## src/rtl/dtcru_map.svh

```systemverilog
`ifndef DTCRU_MAP_SVH
`define DTCRU_MAP_SVH
// What this block does
// - auxiliary timer, core timer, shared capture register
// - every timer is sixteen bits wide
// - timers count prescaled clock or external signals
// - prescale codes divide clock by 4..512
// - prescaled ticks drive gated and timer modes
// - gated mode counts only while gate active
// - direction from software bit, optionally pin level
// - core wrap inverts the toggle latch
// - toggle latch clocks aux timer, drives pin
// - core wraps exported as compare timer clock
// - core wrap reloads from capture register, if enabled
// - capture pin edge latches aux timer value
// - optional aux clear right after capture
// - capture also from position count/direction edges
// - counter mode counts external input edges

// register byte offsets on the apb bus
`define DTCRU_OFF_AUX_CTRL   8'h00
`define DTCRU_OFF_CORE_CTRL  8'h04
`define DTCRU_OFF_CAP_CTRL   8'h08
`define DTCRU_OFF_AUX_COUNT  8'h0c
`define DTCRU_OFF_CORE_COUNT 8'h10
`define DTCRU_OFF_CAPTURE_RELOAD_REG     8'h14
`define DTCRU_OFF_STATUS     8'h18

// timer control fields
`define DTCRU_F_PRESC   2:0
`define DTCRU_F_MODE    4:3
`define DTCRU_B_DOWN    5
`define DTCRU_B_EXTDIR  6
`define DTCRU_B_RUN     7
`define DTCRU_B_GATELVL 8
`define DTCRU_F_EDGE    10:9
`define DTCRU_B_RELOAD  11
`define DTCRU_B_TOGOUT  12
`define DTCRU_CTRL_W    13

// capture control fields
`define DTCRU_F_CAPEDGE 1:0
`define DTCRU_B_CLRCAP  2
`define DTCRU_B_POSCNT  3
`define DTCRU_B_POSDIR  4
`define DTCRU_CAP_W     5

// timer modes
`define DTCRU_MODE_TIMER   2'h0
`define DTCRU_MODE_GATED   2'h1
`define DTCRU_MODE_COUNTER 2'h2
`define DTCRU_MODE_LATCH   2'h3

// reset values
`define DTCRU_RST_CTRL  13'h0000
`define DTCRU_RST_CAP   5'h00
`define DTCRU_RST_COUNT 16'h0000

// widths and prescaler
`define DTCRU_TIMER_W   16
`define DTCRU_TIMER_MAX 16'hffff
`define DTCRU_PRESC_CNT_W 9
`define DTCRU_NCODES    8

// synchronised pin positions
`define DTCRU_PIN_AUX_IN   0
`define DTCRU_PIN_CORE_IN  1
`define DTCRU_PIN_AUX_DIR  2
`define DTCRU_PIN_CORE_DIR 3
`define DTCRU_PIN_CAPTURE_IN_PIN    4
`define DTCRU_PIN_POSCNT   5
`define DTCRU_PIN_POSDIR   6
`define DTCRU_NPINS        7
`endif

```

## src/rtl/dtcru_pkg.sv

```systemverilog
`include "dtcru_map.svh"
package dtcru_pkg;
	// whole state of the top: config, counters, latch, bus answer
	typedef struct packed {
		logic [`DTCRU_CTRL_W-1:0]  aux_ctrl;
		logic [`DTCRU_CTRL_W-1:0]  core_ctrl;
		logic [`DTCRU_CAP_W-1:0]   cap_ctrl;
		logic [`DTCRU_TIMER_W-1:0] aux_count;
		logic [`DTCRU_TIMER_W-1:0] core_count;
		logic [`DTCRU_TIMER_W-1:0] capture_reload_reg;
		logic                      toggle;
		logic                      toggle_d;
		logic                      ovf_tick;
		logic                      toggle_out;
		logic [31:0]               prdata;
		logic                      pready;
		logic                      pslverr;
	} dtcru_top_st_t;

	localparam dtcru_top_st_t DTCRU_TOP_RESET = '{
		aux_ctrl:   `DTCRU_RST_CTRL,
		core_ctrl:  `DTCRU_RST_CTRL,
		cap_ctrl:   `DTCRU_RST_CAP,
		aux_count:  `DTCRU_RST_COUNT,
		core_count: `DTCRU_RST_COUNT,
		capture_reload_reg:     `DTCRU_RST_COUNT,
		default:    '0
	};
endpackage

```

## src/rtl/dtcru_link_if.sv

```systemverilog
`timescale 1ns/1ps
`default_nettype none
// synchronised pins and prescaler ticks handed to the timer core
interface dtcru_link_if #(
	parameter int N      = 7,
	parameter int NCODES = 8
);
	logic [N-1:0]      level;  // synchronised pin levels
	logic [N-1:0]      rise;   // one-cycle rising edge
	logic [N-1:0]      fall;   // one-cycle falling edge
	logic [NCODES-1:0] tick;   // one tick per prescale code

	modport sync_mp (output level, output rise, output fall);
	modport pre_mp  (output tick);
	modport core_mp (input level, input rise, input fall, input tick);
endinterface
`default_nettype wire

```

## src/rtl/dtcru_insync.sv

```systemverilog
`timescale 1ns/1ps
`default_nettype none
// two-flop synchroniser plus edge detector for all pin inputs
module dtcru_insync #(
	parameter int N = 7
) (
	// clock and reset
	input wire logic           pclk,
	input wire logic           presetn,
	// raw pins
	input wire logic [N-1:0]   pins_in,
	// clean levels and edges
	dtcru_link_if.sync_mp      link
);
	import dtcru_pkg::*;

	// s1 is metastable territory; only s2 reads it
	typedef struct packed {
		logic [N-1:0] s1;
		logic [N-1:0] s2;
		logic [N-1:0] s3;
	} dtcru_sync_st_t;

	dtcru_sync_st_t s;      // registered state
	dtcru_sync_st_t next_s; // next state

	if (N < 1) begin : g_chk
		$error("dtcru_insync needs at least one pin");
	end

	// shift chain, edges taken only from s2 against s3
	always_comb begin
		next_s    = s;
		next_s.s1 = pins_in;
		next_s.s2 = s.s1;
		next_s.s3 = s.s2;
	end

	always_ff @(posedge pclk or negedge presetn) begin
		if (!presetn) begin
			s <= '0;
		end else begin
			s <= next_s;
		end
	end

	// edge detection after the two-flop stage
	assign link.level = s.s2;
	assign link.rise  = s.s2 & ~s.s3;
	assign link.fall  = ~s.s2 & s.s3;
endmodule
`default_nettype wire

```

## src/rtl/dtcru_prescaler.sv

```systemverilog
`timescale 1ns/1ps
`default_nettype none
`include "dtcru_map.svh"
// free-running divider giving one tick per prescale code
module dtcru_prescaler #(
	parameter int CNT_W  = `DTCRU_PRESC_CNT_W,
	parameter int NCODES = `DTCRU_NCODES
) (
	// clock and reset
	input wire logic pclk,
	input wire logic presetn,
	// ticks out
	dtcru_link_if.pre_mp link
);
	import dtcru_pkg::*;

	typedef struct packed {
		logic [CNT_W-1:0] cnt;
	} dtcru_pre_st_t;

	dtcru_pre_st_t s;      // registered state
	dtcru_pre_st_t next_s; // next state

	// code k needs a 2^(k+2) divide, so the counter must reach it
	if (CNT_W < NCODES + 1) begin : g_chk
		$error("dtcru_prescaler counter too narrow for the codes");
	end

	always_comb begin
		next_s     = s;
		next_s.cnt = s.cnt + {{(CNT_W-1){1'b0}}, 1'b1};
	end

	always_ff @(posedge pclk or negedge presetn) begin
		if (!presetn) begin
			s <= '0;
		end else begin
			s <= next_s;
		end
	end

	// tick k when the low k+2 bits are all ones: divide by 4,8..512
	always_comb begin
		for (int k = 0; k < NCODES; k++) begin
			link.tick[k] = &(s.cnt | ~((CNT_W'(1) << (k + 2)) - CNT_W'(1)));
		end
	end
endmodule
`default_nettype wire

```

## src/rtl/dtcru_top.sv

```systemverilog
`timescale 1ns/1ps
`default_nettype none
`include "dtcru_map.svh"
// two timers with shared capture/reload register, apb slave
module dtcru_top (
	// clock and reset
	input wire logic        pclk,
	input wire logic        presetn,
	// apb slave
	input wire logic        psel,
	input wire logic        penable,
	input wire logic        pwrite,
	input wire logic [7:0]  paddr,
	input wire logic [31:0] pwdata,
	output logic [31:0]     prdata,
	output logic            pready,
	output logic            pslverr,
	// external timer pins
	input wire logic        aux_in_pin,
	input wire logic        core_in_pin,
	input wire logic        aux_ext_direction_pin,
	input wire logic        core_ext_direction_pin,
	input wire logic        capture_in_pin,
	input wire logic        position_count_input,
	input wire logic        position_direction_input,
	// timer outputs
	output logic            toggle_out_pin,
	output logic            compare_clock_tick
);
	import dtcru_pkg::*;

	dtcru_top_st_t s;      // registered state
	dtcru_top_st_t next_s; // next state

	// padding and wrap logic assume these sizes
	if (`DTCRU_TIMER_W != 16 || `DTCRU_NCODES != 8) begin : g_chk
		$error("dtcru_top needs 16-bit timers and 8 codes");
	end

	// pins and ticks from the helpers
	dtcru_link_if #(.N(`DTCRU_NPINS), .NCODES(`DTCRU_NCODES)) link ();

	// each pin takes two edges to reach the timers
	dtcru_insync #(.N(`DTCRU_NPINS)) u_sync (
		.pclk    (pclk),
		.presetn (presetn),
		.pins_in ({position_direction_input, position_count_input, capture_in_pin,
			core_ext_direction_pin, aux_ext_direction_pin, core_in_pin, aux_in_pin}),
		.link    (link.sync_mp)
	);

	// shared divider: timers tick in phase, writes never restart it
	dtcru_prescaler #(.CNT_W(`DTCRU_PRESC_CNT_W), .NCODES(`DTCRU_NCODES)) u_pre (
		.pclk    (pclk),
		.presetn (presetn),
		.link    (link.pre_mp)
	);

	// edge select: bit0 rising, bit1 falling, both for either
	function automatic logic edge_hit(input logic [1:0] sel, input logic r, input logic f);
		return (sel[0] & r) | (sel[1] & f);
	endfunction

	// one count step; returns wrap flag above the new value
	// a same-cycle write overrides the stepped value
	function automatic logic [`DTCRU_TIMER_W:0] step(input logic [`DTCRU_TIMER_W-1:0] c,
		input logic down);
		logic [`DTCRU_TIMER_W-1:0] one;
		one = {{(`DTCRU_TIMER_W-1){1'b0}}, 1'b1};
		if (down) begin
			return {c == '0, c - one};
		end else begin
			return {c == `DTCRU_TIMER_MAX, c + one};
		end
	endfunction

	// count request for one timer from its mode
	function automatic logic cnt_en(input logic [`DTCRU_CTRL_W-1:0] ctrl,
		input logic [`DTCRU_NCODES-1:0] tick, input logic lvl, input logic r,
		input logic f, input logic tr, input logic tf, input logic latch_ok);
		logic pt;
		pt = tick[ctrl[`DTCRU_F_PRESC]];
		case (ctrl[`DTCRU_F_MODE])
			`DTCRU_MODE_TIMER: return pt;
			`DTCRU_MODE_GATED: return pt & (lvl == ctrl[`DTCRU_B_GATELVL]);
			`DTCRU_MODE_COUNTER: return edge_hit(ctrl[`DTCRU_F_EDGE], r, f);
			`DTCRU_MODE_LATCH: return latch_ok & edge_hit(ctrl[`DTCRU_F_EDGE], tr, tf);
			default: return 1'b0;
		endcase
	endfunction

	// register read decode; top bit flags an unmapped address
	function automatic logic [32:0] rd_word(input dtcru_top_st_t st, input logic [7:0] a);
		case (a)
			`DTCRU_OFF_AUX_CTRL:   return {1'b0, 19'h0, st.aux_ctrl};
			`DTCRU_OFF_CORE_CTRL:  return {1'b0, 19'h0, st.core_ctrl};
			`DTCRU_OFF_CAP_CTRL:   return {1'b0, 27'h0, st.cap_ctrl};
			`DTCRU_OFF_AUX_COUNT:  return {1'b0, 16'h0, st.aux_count};
			`DTCRU_OFF_CORE_COUNT: return {1'b0, 16'h0, st.core_count};
			`DTCRU_OFF_CAPTURE_RELOAD_REG:     return {1'b0, 16'h0, st.capture_reload_reg};
			`DTCRU_OFF_STATUS:     return {1'b0, 31'h0, st.toggle};
			default:               return {1'b1, 32'h0};
		endcase
	endfunction

	// toggle latch edges, seen one cycle after the latch moves
	// each flip gives exactly one edge to the aux timer
	logic tog_rise; // latch went high
	logic tog_fall; // latch went low
	assign tog_rise = s.toggle & ~s.toggle_d;
	assign tog_fall = ~s.toggle & s.toggle_d;

	// effective directions: software bit xor enabled pin level
	// the pin may turn the direction while counting
	logic core_down; // core counts down
	logic aux_down;  // aux counts down
	assign core_down = s.core_ctrl[`DTCRU_B_DOWN] ^
		(s.core_ctrl[`DTCRU_B_EXTDIR] & link.level[`DTCRU_PIN_CORE_DIR]);
	assign aux_down = s.aux_ctrl[`DTCRU_B_DOWN] ^
		(s.aux_ctrl[`DTCRU_B_EXTDIR] & link.level[`DTCRU_PIN_AUX_DIR]);

	// count enables; core cannot clock from its own latch
	logic core_hit; // core advances this cycle
	logic aux_hit;  // aux advances this cycle
	assign core_hit = s.core_ctrl[`DTCRU_B_RUN] & cnt_en(s.core_ctrl, link.tick,
		link.level[`DTCRU_PIN_CORE_IN], link.rise[`DTCRU_PIN_CORE_IN],
		link.fall[`DTCRU_PIN_CORE_IN], 1'b0, 1'b0, 1'b0);
	assign aux_hit = s.aux_ctrl[`DTCRU_B_RUN] & cnt_en(s.aux_ctrl, link.tick,
		link.level[`DTCRU_PIN_AUX_IN], link.rise[`DTCRU_PIN_AUX_IN],
		link.fall[`DTCRU_PIN_AUX_IN], tog_rise, tog_fall, 1'b1);

	// step results
	logic [`DTCRU_TIMER_W:0] core_step; // {wrap, value}
	logic [`DTCRU_TIMER_W:0] aux_step;  // {wrap, value}
	logic                    core_wrap; // core over/underflow now
	assign core_step = step(s.core_count, core_down);
	assign aux_step  = step(s.aux_count, aux_down);
	assign core_wrap = core_hit & core_step[`DTCRU_TIMER_W];

	// capture trigger from capture pin or position timer inputs
	// position inputs trigger on either edge
	logic cap_trig;
	assign cap_trig = edge_hit(s.cap_ctrl[`DTCRU_F_CAPEDGE], link.rise[`DTCRU_PIN_CAPTURE_IN_PIN],
		link.fall[`DTCRU_PIN_CAPTURE_IN_PIN])
		| (s.cap_ctrl[`DTCRU_B_POSCNT] &
		(link.rise[`DTCRU_PIN_POSCNT] | link.fall[`DTCRU_PIN_POSCNT]))
		| (s.cap_ctrl[`DTCRU_B_POSDIR] &
		(link.rise[`DTCRU_PIN_POSDIR] | link.fall[`DTCRU_PIN_POSDIR]));

	// apb phases: answer is prepared in setup, taken in access
	// no wait states: the answer stands in the first access cycle
	logic apb_setup; // setup cycle of a transfer
	logic apb_wr;    // write completes at this edge
	assign apb_setup = psel & ~penable;
	assign apb_wr    = psel & penable & s.pready & pwrite;

	// next-state logic; order sets priority: count, then write, then capture
	always_comb begin
		next_s          = s;
		next_s.toggle_d = s.toggle;
		next_s.ovf_tick = 1'b0;
		next_s.pready   = 1'b0;
		next_s.pslverr  = 1'b0;
		// core timer with toggle latch and reload
		if (core_hit) begin
			next_s.core_count = core_step[`DTCRU_TIMER_W-1:0];
			if (core_step[`DTCRU_TIMER_W]) begin
				next_s.toggle   = ~s.toggle;
				next_s.ovf_tick = 1'b1;
				// reload reads capture_reload_reg before a same-cycle capture
				if (s.core_ctrl[`DTCRU_B_RELOAD]) begin
					next_s.core_count = s.capture_reload_reg;
				end
			end
		end
		// aux timer; its wraps have no side effect
		if (aux_hit) begin
			next_s.aux_count = aux_step[`DTCRU_TIMER_W-1:0];
		end
		// software writes win over counting
		if (apb_wr) begin
			case (paddr)
				`DTCRU_OFF_AUX_CTRL:   next_s.aux_ctrl   = pwdata[`DTCRU_CTRL_W-1:0];
				`DTCRU_OFF_CORE_CTRL:  next_s.core_ctrl  = pwdata[`DTCRU_CTRL_W-1:0];
				`DTCRU_OFF_CAP_CTRL:   next_s.cap_ctrl   = pwdata[`DTCRU_CAP_W-1:0];
				`DTCRU_OFF_AUX_COUNT:  next_s.aux_count  = pwdata[`DTCRU_TIMER_W-1:0];
				`DTCRU_OFF_CORE_COUNT: next_s.core_count = pwdata[`DTCRU_TIMER_W-1:0];
				`DTCRU_OFF_CAPTURE_RELOAD_REG:     next_s.capture_reload_reg     = pwdata[`DTCRU_TIMER_W-1:0];
				default:               next_s.pslverr    = 1'b0; // status is read-only
			endcase
		end
		// capture wins over writes so no hardware event is lost
		if (cap_trig) begin
			next_s.capture_reload_reg = s.aux_count;
			if (s.cap_ctrl[`DTCRU_B_CLRCAP]) begin
				next_s.aux_count = '0;
			end
		end
		// pin follows latch when enabled, low otherwise
		next_s.toggle_out = s.core_ctrl[`DTCRU_B_TOGOUT] & next_s.toggle;
		// bus answer registered so outputs come from flops
		// one decode serves reads and writes, so errors agree
		if (apb_setup) begin
			next_s.pready                  = 1'b1;
			{next_s.pslverr, next_s.prdata} = rd_word(s, paddr);
		end
	end

	always_ff @(posedge pclk or negedge presetn) begin
		if (!presetn) begin
			s <= DTCRU_TOP_RESET;
		end else begin
			s <= next_s;
		end
	end

	// outputs straight from state
	// prdata and pslverr only mean something with pready
	assign prdata             = s.prdata;
	assign pready             = s.pready;
	assign pslverr            = s.pslverr;
	assign toggle_out_pin     = s.toggle_out;
	assign compare_clock_tick = s.ovf_tick;

	// write to the core or aux counter at this edge
	logic wr_core;
	logic wr_aux;
	assign wr_core = apb_wr & (paddr == `DTCRU_OFF_CORE_COUNT);
	assign wr_aux  = apb_wr & (paddr == `DTCRU_OFF_AUX_COUNT);
endmodule
`default_nettype wire

```

## config.mk

```make
export PLATFORM = sky130hd
export DESIGN_NAME = dtcru_top
export DESIGN_NICKNAME = d
export VERILOG_FILES = /design/src/rtl/dtcru_pkg.sv /design/src/rtl/dtcru_link_if.sv /design/src/rtl/dtcru_insync.sv /design/src/rtl/dtcru_prescaler.sv /design/src/rtl/dtcru_top.sv
export VERILOG_INCLUDE_DIRS = /design/src /design/src/rtl
export SDC_FILE = /design/constraint.sdc
export NUM_CORES = 1
export LEC_CHECK = 0
export ABC_AREA = 1
export BUFFER_PORTS_ARGS = -buffer_cell sky130_fd_sc_hd__buf_4
export CAP_MARGIN = 25
export CORE_ASPECT_RATIO = 0.5
export CORE_MARGIN = 2
export CORE_UTILIZATION = 33
export CTS_CLUSTER_DIAMETER = 40
export DETAILED_ROUTE_END_ITERATION = 6
export GPL_TIMING_DRIVEN = 0
export SYNTH_ARGS = -nofsm -noshare
export SYNTH_HDL_FRONTEND = slang
export SYNTH_HIERARCHICAL = 1
export SYNTH_SLANG_ARGS = --single-unit
```

## constraint.sdc

```tcl
create_clock -name pclk -period 4 [get_ports pclk]
set_input_delay 0.2 -clock pclk [delete_from_list [all_inputs] [get_ports pclk]]
set_output_delay 0.2 -clock pclk [all_outputs]
set_load 0.01 [all_outputs]
```

==> flow_metrics.tcl <==
set metrics [dict create \
    drt_pass1_iterations 5 \
    critPathMaxStageDelay_ns 0.48 \
    cp-end-kind "flip-flop" \
    port_buffers 55 \
    crit_fanout 17 \
    crit_type "flip-flop to flip-flop" \
    antenna_found_initial 0 \
    diodes 0 \
    cts_buffer_depth 2 \
    die_area_sq_um 27800 \
    cp.required_ns 4.34 \
    clock_latency_ns 0.43 \
    finalCritPeriodShare_pct 69.8 \
    setup.worst_path.start "u_sync/link.level[3]" \
    drive_gt1_share_pct 13.1 \
    p_sw_share_pct 27.6 \
    grt_pass1_vias 7740 \
    reg2reg_from "u_sync/link.level[3]" \
    tritoncts.num_buffers 17 \
    grt_use_met2_pct 30.7 \
    hold_path_class "primary input to flip-flop" \
    p_sw_uw 892 \
    first_iter_violations 955 \
    syn_avg_cell_area_sq_um 7.08 \
    max_slew_margin_pct 60.7 \
    worstHoldEndpoint "s[72]" \
    fmax_ghz 0.358 \
    power.leakage_nw 5.52 \
    cts_resized 0 \
    use_met1_pct 30.2 \
    core_sq_um 25500 \
    wl_per_cell_microns 16.3 \
    clkPwrFrac_pct 46.3 \
    r2r_end "s[66]" \
    p_comb_share_pct 11.8 \
    drt.antenna.violating_nets 0 \
    cts-root-buf "clkbuf_16" \
    path_clk_slew_ns 0.06 \
    num_rows 41 \
    p_int_mw 2.34 \
    dp_slack_ns 1.24 \
    htreeDepth 4 \
    die_h_microns 119 \
    rsz0062_at_grt "no" \
    routed_via_density 4.97 \
    gr-total-overflow 0 \
    drc 0 \
    synth_cells 1230 \
    worst_pin_slew_ns 0.589 \
    drt_wl_total_microns 27500 \
    ir_worst_vdd_uv 309 \
    place_hpwl_microns 21600 \
    hp-start "pwdata[2]" \
    num_vias 8368 \
    grtUsageTotal_pct 20.3 \
    clock_sinks 129 \
    setup_viol 0 \
    seqPwrFrac_pct 41.9 \
    cp_data_arrival_time_ns 3.13 \
    final_nets 1419 \
    area_delta_synth_final_pct 18.0 \
    timing.critical_path.from_type "flip-flop" \
    die_w_microns 234 \
    gp_congestion 0.991 \
    top_usage_layer "met2" \
    r2r_cells 12 \
    max_cap_viol_count 0 \
    holdPathStages 3 \
    ys_warn_count 6 \
    grt_pass1_wl_microns 43600 \
    hold_viol 0 \
    status "finished clean" \
    slew_violations 0 \
    boundaryPins 88 \
    cp_slowest_cell "inv_1" \
    fin_tns_setup_ns 0 \
    fin_crit_ns 2.79 \
    grt_max_degree 70 \
    reg2reg_slack_ns 1.21 \
    power_per_cell_area_nw_per_um2 315 \
    skew_ns 0.0154 \
    cts_tree "yes" \
    setup_ws_ns 1.21 \
    synth_area_sq_um 8710 \
    crit_chain "buf_4 > nand3_1 > nand2_2 > inv_1 > ha_1 > a21oi_1 > nor2_1 > o21ai_0 > nand4_1 > nand3_1 > nand2_1 > a21oi_1" \
    initial_core_util_pct 34.1 \
    gr-usage-met3_pct 3.66 \
]
-- metal layers --
metal	part of all wire [%]	vias up
met3	6.5	25
met1	48	3973
met5	0	-
met2	44	254
li1	-	4116
met4	1.3	0
-- flip-flops by register name, indices dropped and copies added (netlist names) --
| register | count |
|---|---|
| u_pre/s | 9 |
| u_sync/next_s | 7 |
| next_s | 1 |
| prdata | 16 |
| u_sync/s | 5 |
| u_sync/link.level | 7 |
| pready | 1 |
| s | 80 |
| toggle_out_pin | 1 |
| compare_clock_tick | 1 |
| pslverr | 1 |
-- repair_timing --
action                    in CTS  in global routing
hold buffers                   8                  0
hold endpoints to repair      67                  0
setup buffers                  0                  0
-- cell type report --
type / instances / area, sq um
buffer: 66 / 439
clock buffer: 20 / 447
clock inverter: 11 / 106
fill: 2702 / 15300
inverter: 165 / 619
multi-input combinational: 885 / 4480
sequential: 129 / 3230
tap: 344 / 430
timing repair buffer: 64 / 524
-- power groups by stage --
stage	registers, mW	logic (mW)	clock network (mW)
2_1_floorplan	1.37	0.228	0
3_3_place_gp	1.38	0.365	0
3_5_place_dp	1.38	0.371	0
4_1_cts	1.36	0.380	1.51
5_1_grt	1.36	0.424	1.58
6_report	1.36	0.381	1.50
-- critical path, delay by kind of cell, from the launching register on --
kind	cells	cell delay, ns
buf+inv	2	0.63
flops	1	0.36
fa+ha+maj	1	0.39
compound gates	3	0.64
simple gates	6	0.68
-- layout by cell type (no fill, tap or decap), types with 3 or more instances in the layout --
cell type and count:
xor2_1 3, o22ai_1 4, a22o_1 7, xnor2_1 13, o21ai_0 101, inv_1 156, o21ai_1 12, clkinvlp_4 3
nor2_1 81, o21bai_1 4, buf_6 5, nand4_1 10, buf_2 15, a21oi_1 62, conb_1 16, o221ai_1 3
nand3_1 91, nand3b_1 11, clkbuf_16 17, o211ai_1 8, a31oi_1 4, nor2_2 3, dfrtp_1 129, nand2_2 8
inv_2 7, clkbuf_1 11, buf_4 92, nor3_1 11, dlygate4sd3_1 8, inv_6 3, ha_1 37, a22oi_2 4
nand2_1 368
-- worst max-delay path by stage --
stage | to | slack (ns) | cells past startpoint
floorplan | s[80] | 1.72 | 15
global route | s[66] | 0.95 | 13
finish | s[66] | 1.21 | 12
global placement | s[66] | 1.31 | 13
detailed placement | s[66] | 1.24 | 13
CTS | s[66] | 1.23 | 13
-- per-stage QoR --
step	cell area, sq um	hold WS (ns)	utilization (%)	power (mW)	std cells
floorplan	8770	-0.0956	-	1.60	1245
global placement	9610	0.309	37.6	1.74	1644
detailed placement	9640	0.227	37.7	1.75	1645
CTS	10300	0.0365	40.2	3.25	1684
global route	10300	0.0532	40.2	3.36	1684
finish	10300	0.0445	40.2	3.24	1684
Power figures use the tool's default switching activity.
